==> src/inc/safety_monitor_pkg.sv <==
// Package of types and constants for the dual-channel safety input monitor.
package safety_monitor_pkg;

  // Input configuration selection.
  typedef enum logic [2:0]
  {
    cfg_single   = 3'h0,
    cfg_dual_no  = 3'h1,
    cfg_no_nc    = 3'h2,
    cfg_zero_24v = 3'h3,
    cfg_mat      = 3'h4
  } input_cfg_t;

  // Raw field-side inputs, all active high meaning contact closed.
  typedef struct packed
  {
    logic ch_a;
    logic ch_b;
    logic shorted;
    logic reset_btn;
    logic test_ok;
  } field_in_t;

  // Register offsets of the software port.
  localparam logic [3:0] reg_ctrl_addr   = 4'h0;
  localparam logic [3:0] reg_status_addr = 4'h1;
  localparam logic [3:0] reg_irq_addr    = 4'h2;
  localparam logic [3:0] reg_mask_addr   = 4'h3;

  // Control register fields.
  localparam int ctrl_cfg_lsb  = 0;
  localparam int ctrl_auto_bit = 3;
  localparam logic [7:0] ctrl_reset_val = 8'h00;

  // Interrupt event bits.
  localparam int irq_w        = 3;
  localparam int irq_stop_bit = 0;
  localparam int irq_run_bit  = 1;
  localparam int irq_rej_bit  = 2;

  // Reset button held longer than this is treated as stuck (1 s at 20 MHz).
  localparam int clk_hz         = 20_000_000;
  localparam int stuck_ms       = 1000;
  localparam int stuck_cycles   = clk_hz / 1000 * stuck_ms;

endpackage

==> src/rtl/safety_input_monitor.sv <==
// Sequencing logic of a dual-channel safety relay input monitor.
module safety_input_monitor
  #(
    parameter int stuck_limit = safety_monitor_pkg::stuck_cycles
  )
  (
    // Clock and reset
    input  wire logic                          ref_clk,
    input  wire logic                          resetn,
    // Field inputs
    input  wire safety_monitor_pkg::field_in_t field_in,
    // Software port
    input  wire logic [3:0]                    reg_addr,
    input  wire logic [7:0]                    reg_wdata,
    input  wire logic                          reg_wr,
    input  wire logic                          reg_rd,
    output logic [7:0]                         reg_rdata,
    // Outputs
    output logic                               outputs_on,
    output logic                               irq
  );
  import safety_monitor_pkg::*;

  typedef enum logic [1:0]
  {
    st_wait_release,
    st_ready,
    st_run
  } state_t;

  field_in_t    meta_q;
  field_in_t    sync_q;
  logic [7:0]   ctrl_q;
  logic [irq_w-1:0] irq_q;
  logic [irq_w-1:0] mask_q;
  state_t       state_q;
  logic         btn_prev_q;
  logic         btn_armed_q;
  logic         btn_stuck_q;
  logic [31:0]  btn_cnt_q;
  input_cfg_t   cfg;
  logic         auto_mode;
  logic         inputs_ok;
  logic         inputs_idle;
  logic         reset_ok;
  logic         go;
  logic         stop;
  logic [irq_w-1:0] ev;
  logic         idle_seen_q;

  assign cfg       = input_cfg_t'(ctrl_q[ctrl_cfg_lsb +: 3]);
  assign auto_mode = ctrl_q[ctrl_auto_bit];

  // Two-stage synchroniser; only the second stage is used by the logic.
  always_ff @(posedge ref_clk or negedge resetn)
  begin
    if (!resetn)
    begin
      meta_q <= '0;
      sync_q <= '0;
    end
    else
    begin
      meta_q <= field_in;
      sync_q <= meta_q;
    end
  end

  // Run conditions and idle positions per configuration.
  always_comb
  begin
    inputs_ok   = 1'b0;
    inputs_idle = 1'b0;
    unique case (cfg)
      cfg_single:
      begin
        inputs_ok   = sync_q.ch_a;
        inputs_idle = !sync_q.ch_a;
      end
      cfg_dual_no:
      begin
        // A short cannot be seen with both contacts from the same supply.
        inputs_ok   = sync_q.ch_a && sync_q.ch_b;
        inputs_idle = !sync_q.ch_a && !sync_q.ch_b;
      end
      cfg_no_nc:
      begin
        inputs_ok   = sync_q.ch_a && !sync_q.ch_b && !sync_q.shorted;
        inputs_idle = !sync_q.ch_a && sync_q.ch_b && !sync_q.shorted;
      end
      cfg_zero_24v:
      begin
        inputs_ok   = sync_q.ch_a && sync_q.ch_b && !sync_q.shorted;
        inputs_idle = !sync_q.ch_a && !sync_q.ch_b;
      end
      cfg_mat:
      begin
        inputs_ok   = sync_q.ch_a && sync_q.ch_b && !sync_q.shorted;
        inputs_idle = 1'b1;
      end
      default:
      begin
        inputs_ok   = 1'b0;
        inputs_idle = 1'b0;
      end
    endcase
  end

  // Monitored reset: arm on press, accept on release, refuse if held too long.
  always_ff @(posedge ref_clk or negedge resetn)
  begin
    if (!resetn)
    begin
      btn_prev_q  <= 1'b0;
      btn_armed_q <= 1'b0;
      btn_stuck_q <= 1'b0;
      btn_cnt_q   <= '0;
    end
    else
    begin
      btn_prev_q <= sync_q.reset_btn;
      if (sync_q.reset_btn)
      begin
        if (btn_cnt_q < 32'(stuck_limit))
          btn_cnt_q <= btn_cnt_q + 32'h1;
        else
          btn_stuck_q <= 1'b1;
        // A press only counts if it starts from a released button.
        if (!btn_prev_q)
          btn_armed_q <= 1'b1;
      end
      else
      begin
        btn_cnt_q <= '0;
        if (btn_prev_q)
          btn_armed_q <= 1'b0;
        if (btn_prev_q)
          btn_stuck_q <= 1'b0;
      end
    end
  end

  assign reset_ok = auto_mode ? 1'b1
                  : (btn_prev_q && !sync_q.reset_btn && btn_armed_q && !btn_stuck_q);
  assign go   = inputs_ok && sync_q.test_ok && reset_ok;
  assign stop = !inputs_ok;

  // Sequencer.
  always_ff @(posedge ref_clk or negedge resetn)
  begin
    if (!resetn)
      state_q <= st_wait_release;
    else
    begin
      unique case (state_q)
        st_wait_release:
          if (inputs_idle)
            state_q <= st_ready;
        st_ready:
          if (go)
            state_q <= st_run;
        st_run:
          if (stop)
            state_q <= st_wait_release;
        default:
          state_q <= st_wait_release;
      endcase
    end
  end

  assign outputs_on = (state_q == st_run);

  // Events: stop, start, and a refused manual reset.
  assign ev[irq_stop_bit] = (state_q == st_run) && stop;
  assign ev[irq_run_bit]  = (state_q == st_ready) && go;
  assign ev[irq_rej_bit]  = !auto_mode && btn_prev_q && !sync_q.reset_btn
                            && (btn_stuck_q || !btn_armed_q || !inputs_ok);

  // Registers; a set in the clearing cycle wins over the clear.
  always_ff @(posedge ref_clk or negedge resetn)
  begin
    if (!resetn)
    begin
      ctrl_q <= ctrl_reset_val;
      mask_q <= '0;
      irq_q  <= '0;
    end
    else
    begin
      if (reg_wr && reg_addr == reg_ctrl_addr)
        ctrl_q <= reg_wdata;
      if (reg_wr && reg_addr == reg_mask_addr)
        mask_q <= reg_wdata[irq_w-1:0];
      if (reg_wr && reg_addr == reg_irq_addr)
        irq_q <= (irq_q & ~reg_wdata[irq_w-1:0]) | ev;
      else
        irq_q <= irq_q | ev;
    end
  end

  always_ff @(posedge ref_clk or negedge resetn)
  begin
    if (!resetn)
      reg_rdata <= '0;
    else if (reg_rd)
    begin
      unique case (reg_addr)
        reg_ctrl_addr:   reg_rdata <= ctrl_q;
        reg_status_addr: reg_rdata <= {3'h0, btn_stuck_q, inputs_ok, 1'b0, state_q};
        reg_irq_addr:    reg_rdata <= {5'h00, irq_q};
        reg_mask_addr:   reg_rdata <= {5'h00, mask_q};
        default:         reg_rdata <= 8'h00;
      endcase
    end
    else
      reg_rdata <= '0;
  end

  assign irq = |(irq_q & mask_q);

  // Set once the idle positions are seen with the outputs off, so that the restart
  // assertion does not merely repeat the sequencer's own state decode.
  always_ff @(posedge ref_clk or negedge resetn)
  begin
    if (!resetn)
      idle_seen_q <= 1'b0;
    else if (outputs_on)
      idle_seen_q <= 1'b0;
    else if (inputs_idle)
      idle_seen_q <= 1'b1;
  end

  // A stop shows three cycles after a pin opens, two of them spent in the synchroniser.
  a_stop_on_open: assert property (@(posedge ref_clk) disable iff (!resetn)
    (outputs_on && !inputs_ok) |=> !outputs_on)
    else $error("outputs stayed on after an input opened");
  a_no_run_bad: assert property (@(posedge ref_clk) disable iff (!resetn)
    $rose(outputs_on) |-> $past(inputs_ok) && $past(sync_q.test_ok))
    else $error("outputs rose without valid inputs and test");
  a_restart_idle: assert property (@(posedge ref_clk) disable iff (!resetn)
    $rose(outputs_on) |-> $past(idle_seen_q))
    else $error("outputs restarted without seeing inputs idle");
  a_short_stops: assert property (@(posedge ref_clk) disable iff (!resetn)
    (cfg == cfg_zero_24v && sync_q.shorted) |=> !outputs_on)
    else $error("short did not stop outputs");
  a_mat_stops: assert property (@(posedge ref_clk) disable iff (!resetn)
    (cfg == cfg_mat && !(sync_q.ch_a && sync_q.ch_b)) |=> !outputs_on)
    else $error("mat actuation did not stop outputs");
  a_manual_edge: assert property (@(posedge ref_clk) disable iff (!resetn)
    ($rose(outputs_on) && !$past(auto_mode)) |-> $past(btn_prev_q) && !$past(sync_q.reset_btn))
    else $error("manual reset accepted without release");
  a_stuck_refuse: assert property (@(posedge ref_clk) disable iff (!resetn)
    (btn_stuck_q && !auto_mode && !outputs_on) |=> !outputs_on)
    else $error("stuck reset button was accepted");
  a_auto_go: assert property (@(posedge ref_clk) disable iff (!resetn)
    (auto_mode && state_q == st_ready && inputs_ok && sync_q.test_ok) |=> outputs_on)
    else $error("automatic reset did not energise");
  a_nonc_pos: assert property (@(posedge ref_clk) disable iff (!resetn)
    (cfg == cfg_no_nc && outputs_on) |-> $past(sync_q.ch_a) && !$past(sync_q.ch_b))
    else $error("no-nc mode ran with wrong positions");
  a_dual_both: assert property (@(posedge ref_clk) disable iff (!resetn)
    (cfg == cfg_dual_no && !(sync_q.ch_a && sync_q.ch_b)) |=> !outputs_on)
    else $error("dual mode ran without both channels closed");
  a_mat_allow: assert property (@(posedge ref_clk) disable iff (!resetn)
    (cfg == cfg_mat && outputs_on) |-> $past(sync_q.ch_a && sync_q.ch_b))
    else $error("mat mode ran without both channels made");
  a_stop_event: assert property (@(posedge ref_clk) disable iff (!resetn)
    $fell(outputs_on) |-> irq_q[irq_stop_bit])
    else $error("stop did not set its status bit");
  a_reject_event: assert property (@(posedge ref_clk) disable iff (!resetn)
    (!auto_mode && btn_stuck_q && btn_prev_q && !sync_q.reset_btn) |=> irq_q[irq_rej_bit])
    else $error("refused reset did not set its status bit");
  a_held_button: assert property (@(posedge ref_clk) disable iff (!resetn)
    (!auto_mode && sync_q.reset_btn) |=> !$rose(outputs_on))
    else $error("held reset button started the outputs");
  a_test_blocks: assert property (@(posedge ref_clk) disable iff (!resetn)
    (!sync_q.test_ok && !outputs_on) |=> !outputs_on)
    else $error("outputs started with the test input open");

  c_auto_run: cover property (@(posedge ref_clk) disable iff (!resetn)
    auto_mode && $rose(outputs_on));
  c_manual_run: cover property (@(posedge ref_clk) disable iff (!resetn)
    !auto_mode && $rose(outputs_on));
  c_stop: cover property (@(posedge ref_clk) disable iff (!resetn)
    $fell(outputs_on));
  c_irq: cover property (@(posedge ref_clk) disable iff (!resetn)
    $rose(irq));
  c_refused: cover property (@(posedge ref_clk) disable iff (!resetn)
    $rose(irq_q[irq_rej_bit]));

endmodule

==> config.mk <==
export PLATFORM = sky130hd
export DESIGN_NAME = safety_input_monitor
export DESIGN_NICKNAME = d
export VERILOG_FILES = /design/src/inc/safety_monitor_pkg.sv /design/src/rtl/safety_input_monitor.sv
export SDC_FILE = /design/constraint.sdc
export NUM_CORES = 1
export LEC_CHECK = 0
export BUFFER_PORTS_ARGS = -buffer_cell sky130_fd_sc_hd__buf_4
export CAP_MARGIN = 30
export CORE_MARGIN = 2
export CORE_UTILIZATION = 40
export CTS_CLUSTER_DIAMETER = 30
export CTS_CLUSTER_SIZE = 24
export DETAILED_ROUTE_END_ITERATION = 6
export PLACE_DENSITY = 0.63
export SETUP_SLACK_MARGIN = 0.05
export SYNTH_ARGS = -nofsm -noshare
export SYNTH_HDL_FRONTEND = slang
export SYNTH_SLANG_ARGS = --single-unit
==> constraint.sdc <==
create_clock -name ref_clk -period 5.9 [get_ports ref_clk]
set_clock_uncertainty 0.05 [all_clocks]
set_input_delay 0.885 -clock ref_clk [delete_from_list [all_inputs] [get_ports ref_clk]]
set_output_delay 0.885 -clock ref_clk [all_outputs]
set_load 0.005 [all_outputs]
==> results of run 1 <==
layer usage:
metal  track usage, %  vias up
met5                0        -
met1             22.2     1082
li1                 -     1092
met2             21.3       48
met3             3.12       10
met4             6.59        0
power by group:
group | total (mW) | internal, mW | switching [mW] | leakage, nW
logic | 0.110 | 0.0604 | 0.0496 | 0.580
clock network | 0.441 | 0.262 | 0.179 | 0.116
registers | 0.546 | 0.510 | 0.0358 | 0.901
total | 1.10 | 0.833 | 0.264 | 1.60
cells in the final DEF, fill, tap and decap left out, types with 5 or more instances in the layout:
cell | Yosys | routed
sky130_fd_sc_hd__a21oi_1 | 22 | 22
sky130_fd_sc_hd__and2_1 | 11 | 11
sky130_fd_sc_hd__and3_1 | 8 | 8
sky130_fd_sc_hd__buf_4 | 0 | 31
sky130_fd_sc_hd__clkbuf_8 | 0 | 11
sky130_fd_sc_hd__dfrtp_1 | 69 | 69
sky130_fd_sc_hd__inv_1 | 8 | 8
sky130_fd_sc_hd__mux2_2 | 12 | 12
sky130_fd_sc_hd__mux2i_1 | 6 | 6
sky130_fd_sc_hd__nand2_1 | 21 | 21
sky130_fd_sc_hd__nand2b_1 | 7 | 7
sky130_fd_sc_hd__nand3_1 | 13 | 13
sky130_fd_sc_hd__nor2_1 | 15 | 15
sky130_fd_sc_hd__o21ai_0 | 16 | 16
sky130_fd_sc_hd__o31ai_1 | 6 | 6
sky130_fd_sc_hd__or3_1 | 13 | 13
sky130_fd_sc_hd__or4_1 | 5 | 5
area by class of cell:
class,count,area (um^2)
clock buffers,11,151
clock inverters,5,81.3
fillers,682,3750
inverters,8,30.0
multi-input cells,196,1270
flip-flops and latches,69,1730
well taps,99,124
repair buffers,31,233
critical path, cell delays in order (launching register included):
cell and delay [ps]:
sky130_fd_sc_hd__dfrtp_1 390, sky130_fd_sc_hd__or4_4 550, sky130_fd_sc_hd__a211oi_2 180, sky130_fd_sc_hd__a21oi_2 70, sky130_fd_sc_hd__buf_4 260, sky130_fd_sc_hd__or4_1 530, sky130_fd_sc_hd__a21oi_1 150
cell families after synthesis:
kind of cell | after synthesis | share of synthesized area [%]
flops | 69 | 56.1
mux | 20 | 7.80
buf+inv | 18 | 2.52
compound gates | 63 | 13.0
simple gates | 110 | 19.5
xor+xnor | 1 | 0.284
fa+ha+maj | 2 | 0.813
sequential cells by signal, indices dropped and copies added, names as in the netlist, 2 cells and up:
signal,flops
btn_cnt_q,32
state_q,2
meta_q,5
mask_q,3
ctrl_q,8
sync_q,5
irq_q,3
reg_rdata,8
metrics by stage:
step                      total power [mW]  instances  instance area, um^2  setup slack [ps]  utilization, %
final                                 1.10        419                 3620              3640            49.1
after global routing                  1.15        419                 3620              3490            49.1
after detailed placement             0.667        403                 3390              3480            46.0
after CTS                             1.10        419                 3620              3620            49.1
after global placement               0.663        403                 3390              3540            46.0
after floorplan                      0.615        283                 3080              3800               -
how the worst min path moves through the flow:
stage | slack, ps | start | endpoint
after floorplan | 280 | meta_q[0] | sync_q[0]
after global placement | 280 | meta_q[2] | sync_q[2]
after detailed placement | 280 | meta_q[0] | sync_q[0]
after CTS | 300 | meta_q[0] | sync_q[0]
after global routing | 310 | meta_q[1] | sync_q[1]
final | 300 | meta_q[0] | sync_q[0]
==> reports/metrics.csv, run 1 <==
stage,metric,value,unit
status,status,finished clean,
grt,grt_util_all_layers,15.0,%
grt,grt_pass1_wl,10100,um
synth,synth_edf_count,0,
sta,timing.max_slew.rel_slack,42.8,%
floorplanning,io_pins,31,
critical_path,path_class,reg2reg,
sta,unrepaired_setup_endpoints_after_global_routing,no,
synth,yosys.area.top_type_share,56.1,%
drt,wirelength_met1,2880,um
critical_path,cp-end-kind,flip-flop,
synth,syn_area,3080,um^2
clocking,clock_tree.buffer_depth,2,
sta,finalHoldViolCount,0,
synth,synth.top_cells.by_area,"sky130_fd_sc_hd__dfrtp_1, sky130_fd_sc_hd__mux2_2, sky130_fd_sc_hd__a21oi_1",
synth,netlist_instances,283,
drt,highest_signal_layer_in_the_routed_design,met4,
critical_path,critPathRequiredTime,6100,ps
floorplanning,floorplan.rows,31,
synth,post-synth-top-count-cell,sky130_fd_sc_hd__dfrtp_1,
hold_path,min-delay-path-class,reg2reg,
drt,routed_via_density,5.33,
placed_design,dp.final_hpwl,3940,um
power,ir_worst_vdd,0.132,mV
placed_design,port-buffer-count,30,
cells_and_area,areaGrowthSynthToFinish,17.6,%
grt,grt_start_max_net_pins,70,
critical_path,r2r-end,btn_cnt_q[21],
critical_path,setup.reg_to_reg.worst_slack,3640,ps
critical_path,worstPathArrival,2470,ps
drt,vias,2232,
drt,met2_wirelength,2640,um
drt,drtAntennaViolNets,0,
clocking,worst_setup_hold_path_clk_slew,70,ps
clocking,cts_repair_resize_count,0,
floorplanning,core,7370,um^2
drt,routed_wirelength,5860,um
synth,synth.yosys.seq_area_share,56.1,%
hold_path,hold-path-cell-count,0,
critical_path,timing.critical_path.to,btn_cnt_q[21],
synth,ys_dominant_reg_cell,sky130_fd_sc_hd__dfrtp_1,
synth,async_reset_ff_share,100,%
floorplanning,die_area,8420,um^2
cells_and_area,layout-drive-gt1-share,20.9,%
sta,max_freq,442,MHz
clocking,postCtsHoldBufs,0,
synth,syn-mean-instance-area,10.9,um^2
synth,yosys_warnings,0,
sta,worst_hold_slack,299,ps
critical_path,worst_setup_path_startpoint,btn_cnt_q[30],
clocking,numCtsBuffers,9,
floorplanning,floorplan.die.width,91.7,um
placed_design,place.gp.congestion,0.777,
clocking,cts.root.buffer_cell,sky130_fd_sc_hd__clkbuf_8,
clocking,clock_insertion_delay_worst_skew,340,ps
drt,wl_per_cell,14.0,um
drt,firstDrtPassIters,4,
synth,synthDominantAreaCellType,sky130_fd_sc_hd__dfrtp_1,
grt,grt_overflow_total,0,
sta,finalWorstPathRequiredPeriod,2260,ps
sta,timing.final.crit_share,38.4,%
grt,antenna_found_initial,0,
drt,drtIter0Drc,163,
power,p_leak,1.60,nW
critical_path,r2r_start,btn_cnt_q[30],
sta,final_total_negative_setup_slack,0,ps
sta,tightestPinTransition,858,ps
sta,report.final.setup_viol,0,
cells_and_area,n_antenna_cell,0,
clocking,post_cts.repair.setup_buffers,0,
cells_and_area,design.final.nets,338,
clocking,clock_tree_from_tritoncts,built,
clocking,clock-sinks,69,
critical_path,worstRegToRegCells,6,
job,cap_viol_max_count,0,
synth,synth-seq-cells,69,
synth,ys_types,46,
floorplanning,initial_utilization,41.8,%
power,power.density,303,nW/um^2
drt,met3RoutedLength,250,um
grt,first_global_vias,2126,
floorplanning,die_height,91.7,um
synth,syn-num-nets,306,
clocking,cts_max_level,3,
drt,drcViolationCount,0,
critical_path,crit_fanout,45,
sta,drv_slew,0,
critical_path,startpoint_type,flip-flop,
synth,synthTopCellsByCount,"sky130_fd_sc_hd__dfrtp_1, sky130_fd_sc_hd__a21oi_1, sky130_fd_sc_hd__nand2_1",
(Power assumes the default switching activity.)
==> run 2, diff against run 1 <==
Settings changed: PLACE_DENSITY 0.63 to 0.65.
Clock period 5.9 ns to 1.95 ns, I/O delays scaled along.
==> run 2 against run 1 <==
  * The flow now finishes with violations (negative setup slack)
  * Design area grew 12%
  * Utilization grew 6.0 points
  * Register-to-register slack lost 3900 ps
  * Global-route usage grew 1.8 points
  * Hold slack lost 180 ps
  * Count of clock-buffer cells in the layout shrank 2
  * Sequential share of layout area shrank 5.2 points
  * Combinational power grew to 3.3 times the previous value
==> reports/metrics.csv, run 2 (synthesis gave the netlist of run 1 again) <==
stage,metric,value,unit
floorplanning,floorplan.rows,31,
sta,tightestPinTransition,485,ps
floorplanning,floorplan.die.width,91.7,um
cells_and_area,layout-drive-gt1-share,30.9,%
cells_and_area,layout.core_utilization,55.2,%
cells_and_area,final-instance-count-excl-fill,449,
cells_and_area,layout_common_cells,"sky130_fd_sc_hd__dfrtp_1, sky130_fd_sc_hd__buf_4, sky130_fd_sc_hd__nand2_1, sky130_fd_sc_hd__a21oi_1",
cells_and_area,largest-register,btn_cnt_q,
cells_and_area,layout_top_registers,"btn_cnt_q: 32 flops, ctrl_q: 8 flops, reg_rdata: 8 flops",
sta,timing.final.crit_share,114,%
cells_and_area,mostFrequentLayoutCell,sky130_fd_sc_hd__dfrtp_1,
clocking,cts_max_level,3,
clocking,clock-sinks,69,
placed_design,place.gp.congestion,0.790,
placed_design,port-buffer-count,30,
clocking,clock_tree_from_tritoncts,built,
drt,routed_wirelength,6770,um
power,power_report.internal_total,2.59,mW
grt,grt_pass1_wl,11200,um
grt,grt_util_all_layers,16.8,%
critical_path,crit_fanout,5,
critical_path,worstPathArrival,2450,ps
power,power.density,839,nW/um^2
status,status,"finished, violations left",
drt,vias,2437,
cells_and_area,nFillCells,628,
floorplanning,die_height,91.7,um
sta,postLayoutSetupSlackWorst,-267,ps
clocking,clock_insertion_delay_worst_skew,350,ps
drt,drtAntennaViolNets,0,
drt,drcViolationCount,0,
drt,drtIter0Drc,115,
cells_and_area,largest_register_ff_count,32,
critical_path,startpoint_type,flip-flop,
sta,worst_hold_slack,118,ps
status,violations,negative setup slack,
placed_design,dp_cells,423,
sta,finalHoldViolCount,0,
floorplanning,die_area,8420,um^2
power,pwr-share-clk,40.9,%
critical_path,setup.reg_to_reg.worst_slack,-270,ps
power,ir_worst_vdd,0.575,mV
placed_design,dp.final_hpwl,4430,um
hold_path,min-delay-path-class,in2reg,
cells_and_area,stdcell_area,4070,um^2
grt,first_global_vias,2387,
cells_and_area,design.final.nets,369,
clocking,numCtsBuffers,9,
sta,drv_slew,0,
clocking,worst_setup_hold_path_clk_slew,80,ps
grt,grt_start_max_net_pins,32,
clocking,clock_tree.buffer_depth,2,
drt,routed_via_density,5.43,
grt,antenna_found_initial,0,
critical_path,path_class,reg2reg,
grt,grt_overflow_total,0,
sta,finalWorstPathRequiredPeriod,2220,ps
power,seq_power_share,48.4,%
power,switching_share,24.1,%
floorplanning,core,7370,um^2
drt,wl_per_cell,15.1,um
power,switchingPower,821,uW
critical_path,cp-end-kind,flip-flop,
power,comb_power_share,10.7,%
sta,report.final.setup_viol,23,
sta,max_freq,451,MHz
floorplanning,io_pins,31,
job,cap_viol_max_count,0,
cells_and_area,n_antenna_cell,0,
cells_and_area,areaGrowthSynthToFinish,32.1,%
critical_path,critPathRequiredTime,2180,ps
drt,firstDrtPassIters,4,
floorplanning,initial_utilization,41.8,%
power,report.power.total,3.41,mW
power,p_leak,1.79,nW
sta,unrepaired_setup_endpoints_after_global_routing,yes,
sta,final_total_negative_setup_slack,-4250,ps
placed_design,pre_cts_ws,-222,ps
sta,timing.max_slew.rel_slack,67.6,%
clocking,cts.root.buffer_cell,sky130_fd_sc_hd__clkbuf_8,
placed_design,detailed_place.area,3570,um^2
-- run 2: cell type report --
type / instances / area, um^2 / area share (%)
clock buffers: 9 / 124 / 3.05
clock inverters: 6 / 113 / 2.77
inverters: 8 / 30.0 / 0.738
multi-input cells: 197 / 1440 / 35.4
flip-flops and latches: 69 / 1730 / 42.5
well taps: 99 / 124 / 3.05
repair buffers: 61 / 509 / 12.5
-- run 2: routing by layer --
layer | up-vias | GRT usage [%] | wire, um
li1 | 1156 | - | -
met1 | 1212 | 22.0 | 3060
met2 | 56 | 26.2 | 3260
met3 | 13 | 3.78 | 314
met4 | 0 | 8.46 | 136
met5 | - | 0 | 0
-- run 2: worst paths after layout --
check	end	cells after the start	start
worst max-delay path	btn_cnt_q[21]	6	btn_cnt_q[31]
worst min-delay path	ctrl_q[5]	2	reg_wdata[5]
worst max register to register	btn_cnt_q[21]	6	btn_cnt_q[31]
worst min register to register	sync_q[4]	0	meta_q[4]
max in group asynchronous	meta_q[1]	3	resetn
min in group asynchronous	btn_cnt_q[3]	2	resetn
-- run 2: worst max-delay path, stage by stage, from the launching register on --
cell and delay, ps:
sky130_fd_sc_hd__dfrtp_1 370, sky130_fd_sc_hd__or4_4 570, sky130_fd_sc_hd__a211oi_4 300, sky130_fd_sc_hd__buf_4 180
sky130_fd_sc_hd__a21oi_4 70, sky130_fd_sc_hd__or4_1 470, sky130_fd_sc_hd__a21oi_1 130
-- run 2: power by group through the flow --
| stage | clock network (mW) | logic [mW] | registers [mW] |
|---|---|---|---|
| floorplan | 0 | 0.219 | 1.64 |
| global placement | 0 | 0.348 | 1.67 |
| detailed placement | 0 | 0.357 | 1.67 |
| CTS | 1.42 | 0.368 | 1.65 |
| global route | 1.49 | 0.414 | 1.67 |
| finish | 1.39 | 0.367 | 1.65 |
-- run 2: repair_timing --
action / CTS / global route
endpoints found under the hold margin: 28 / 0
setup endpoints to repair: 23 / 25
gates cloned: 0 / 1
hold buffers: 6 / 0
resized for setup: 7 / 23
pin swaps: 0 / 14
buffers inserted: 1 / 3
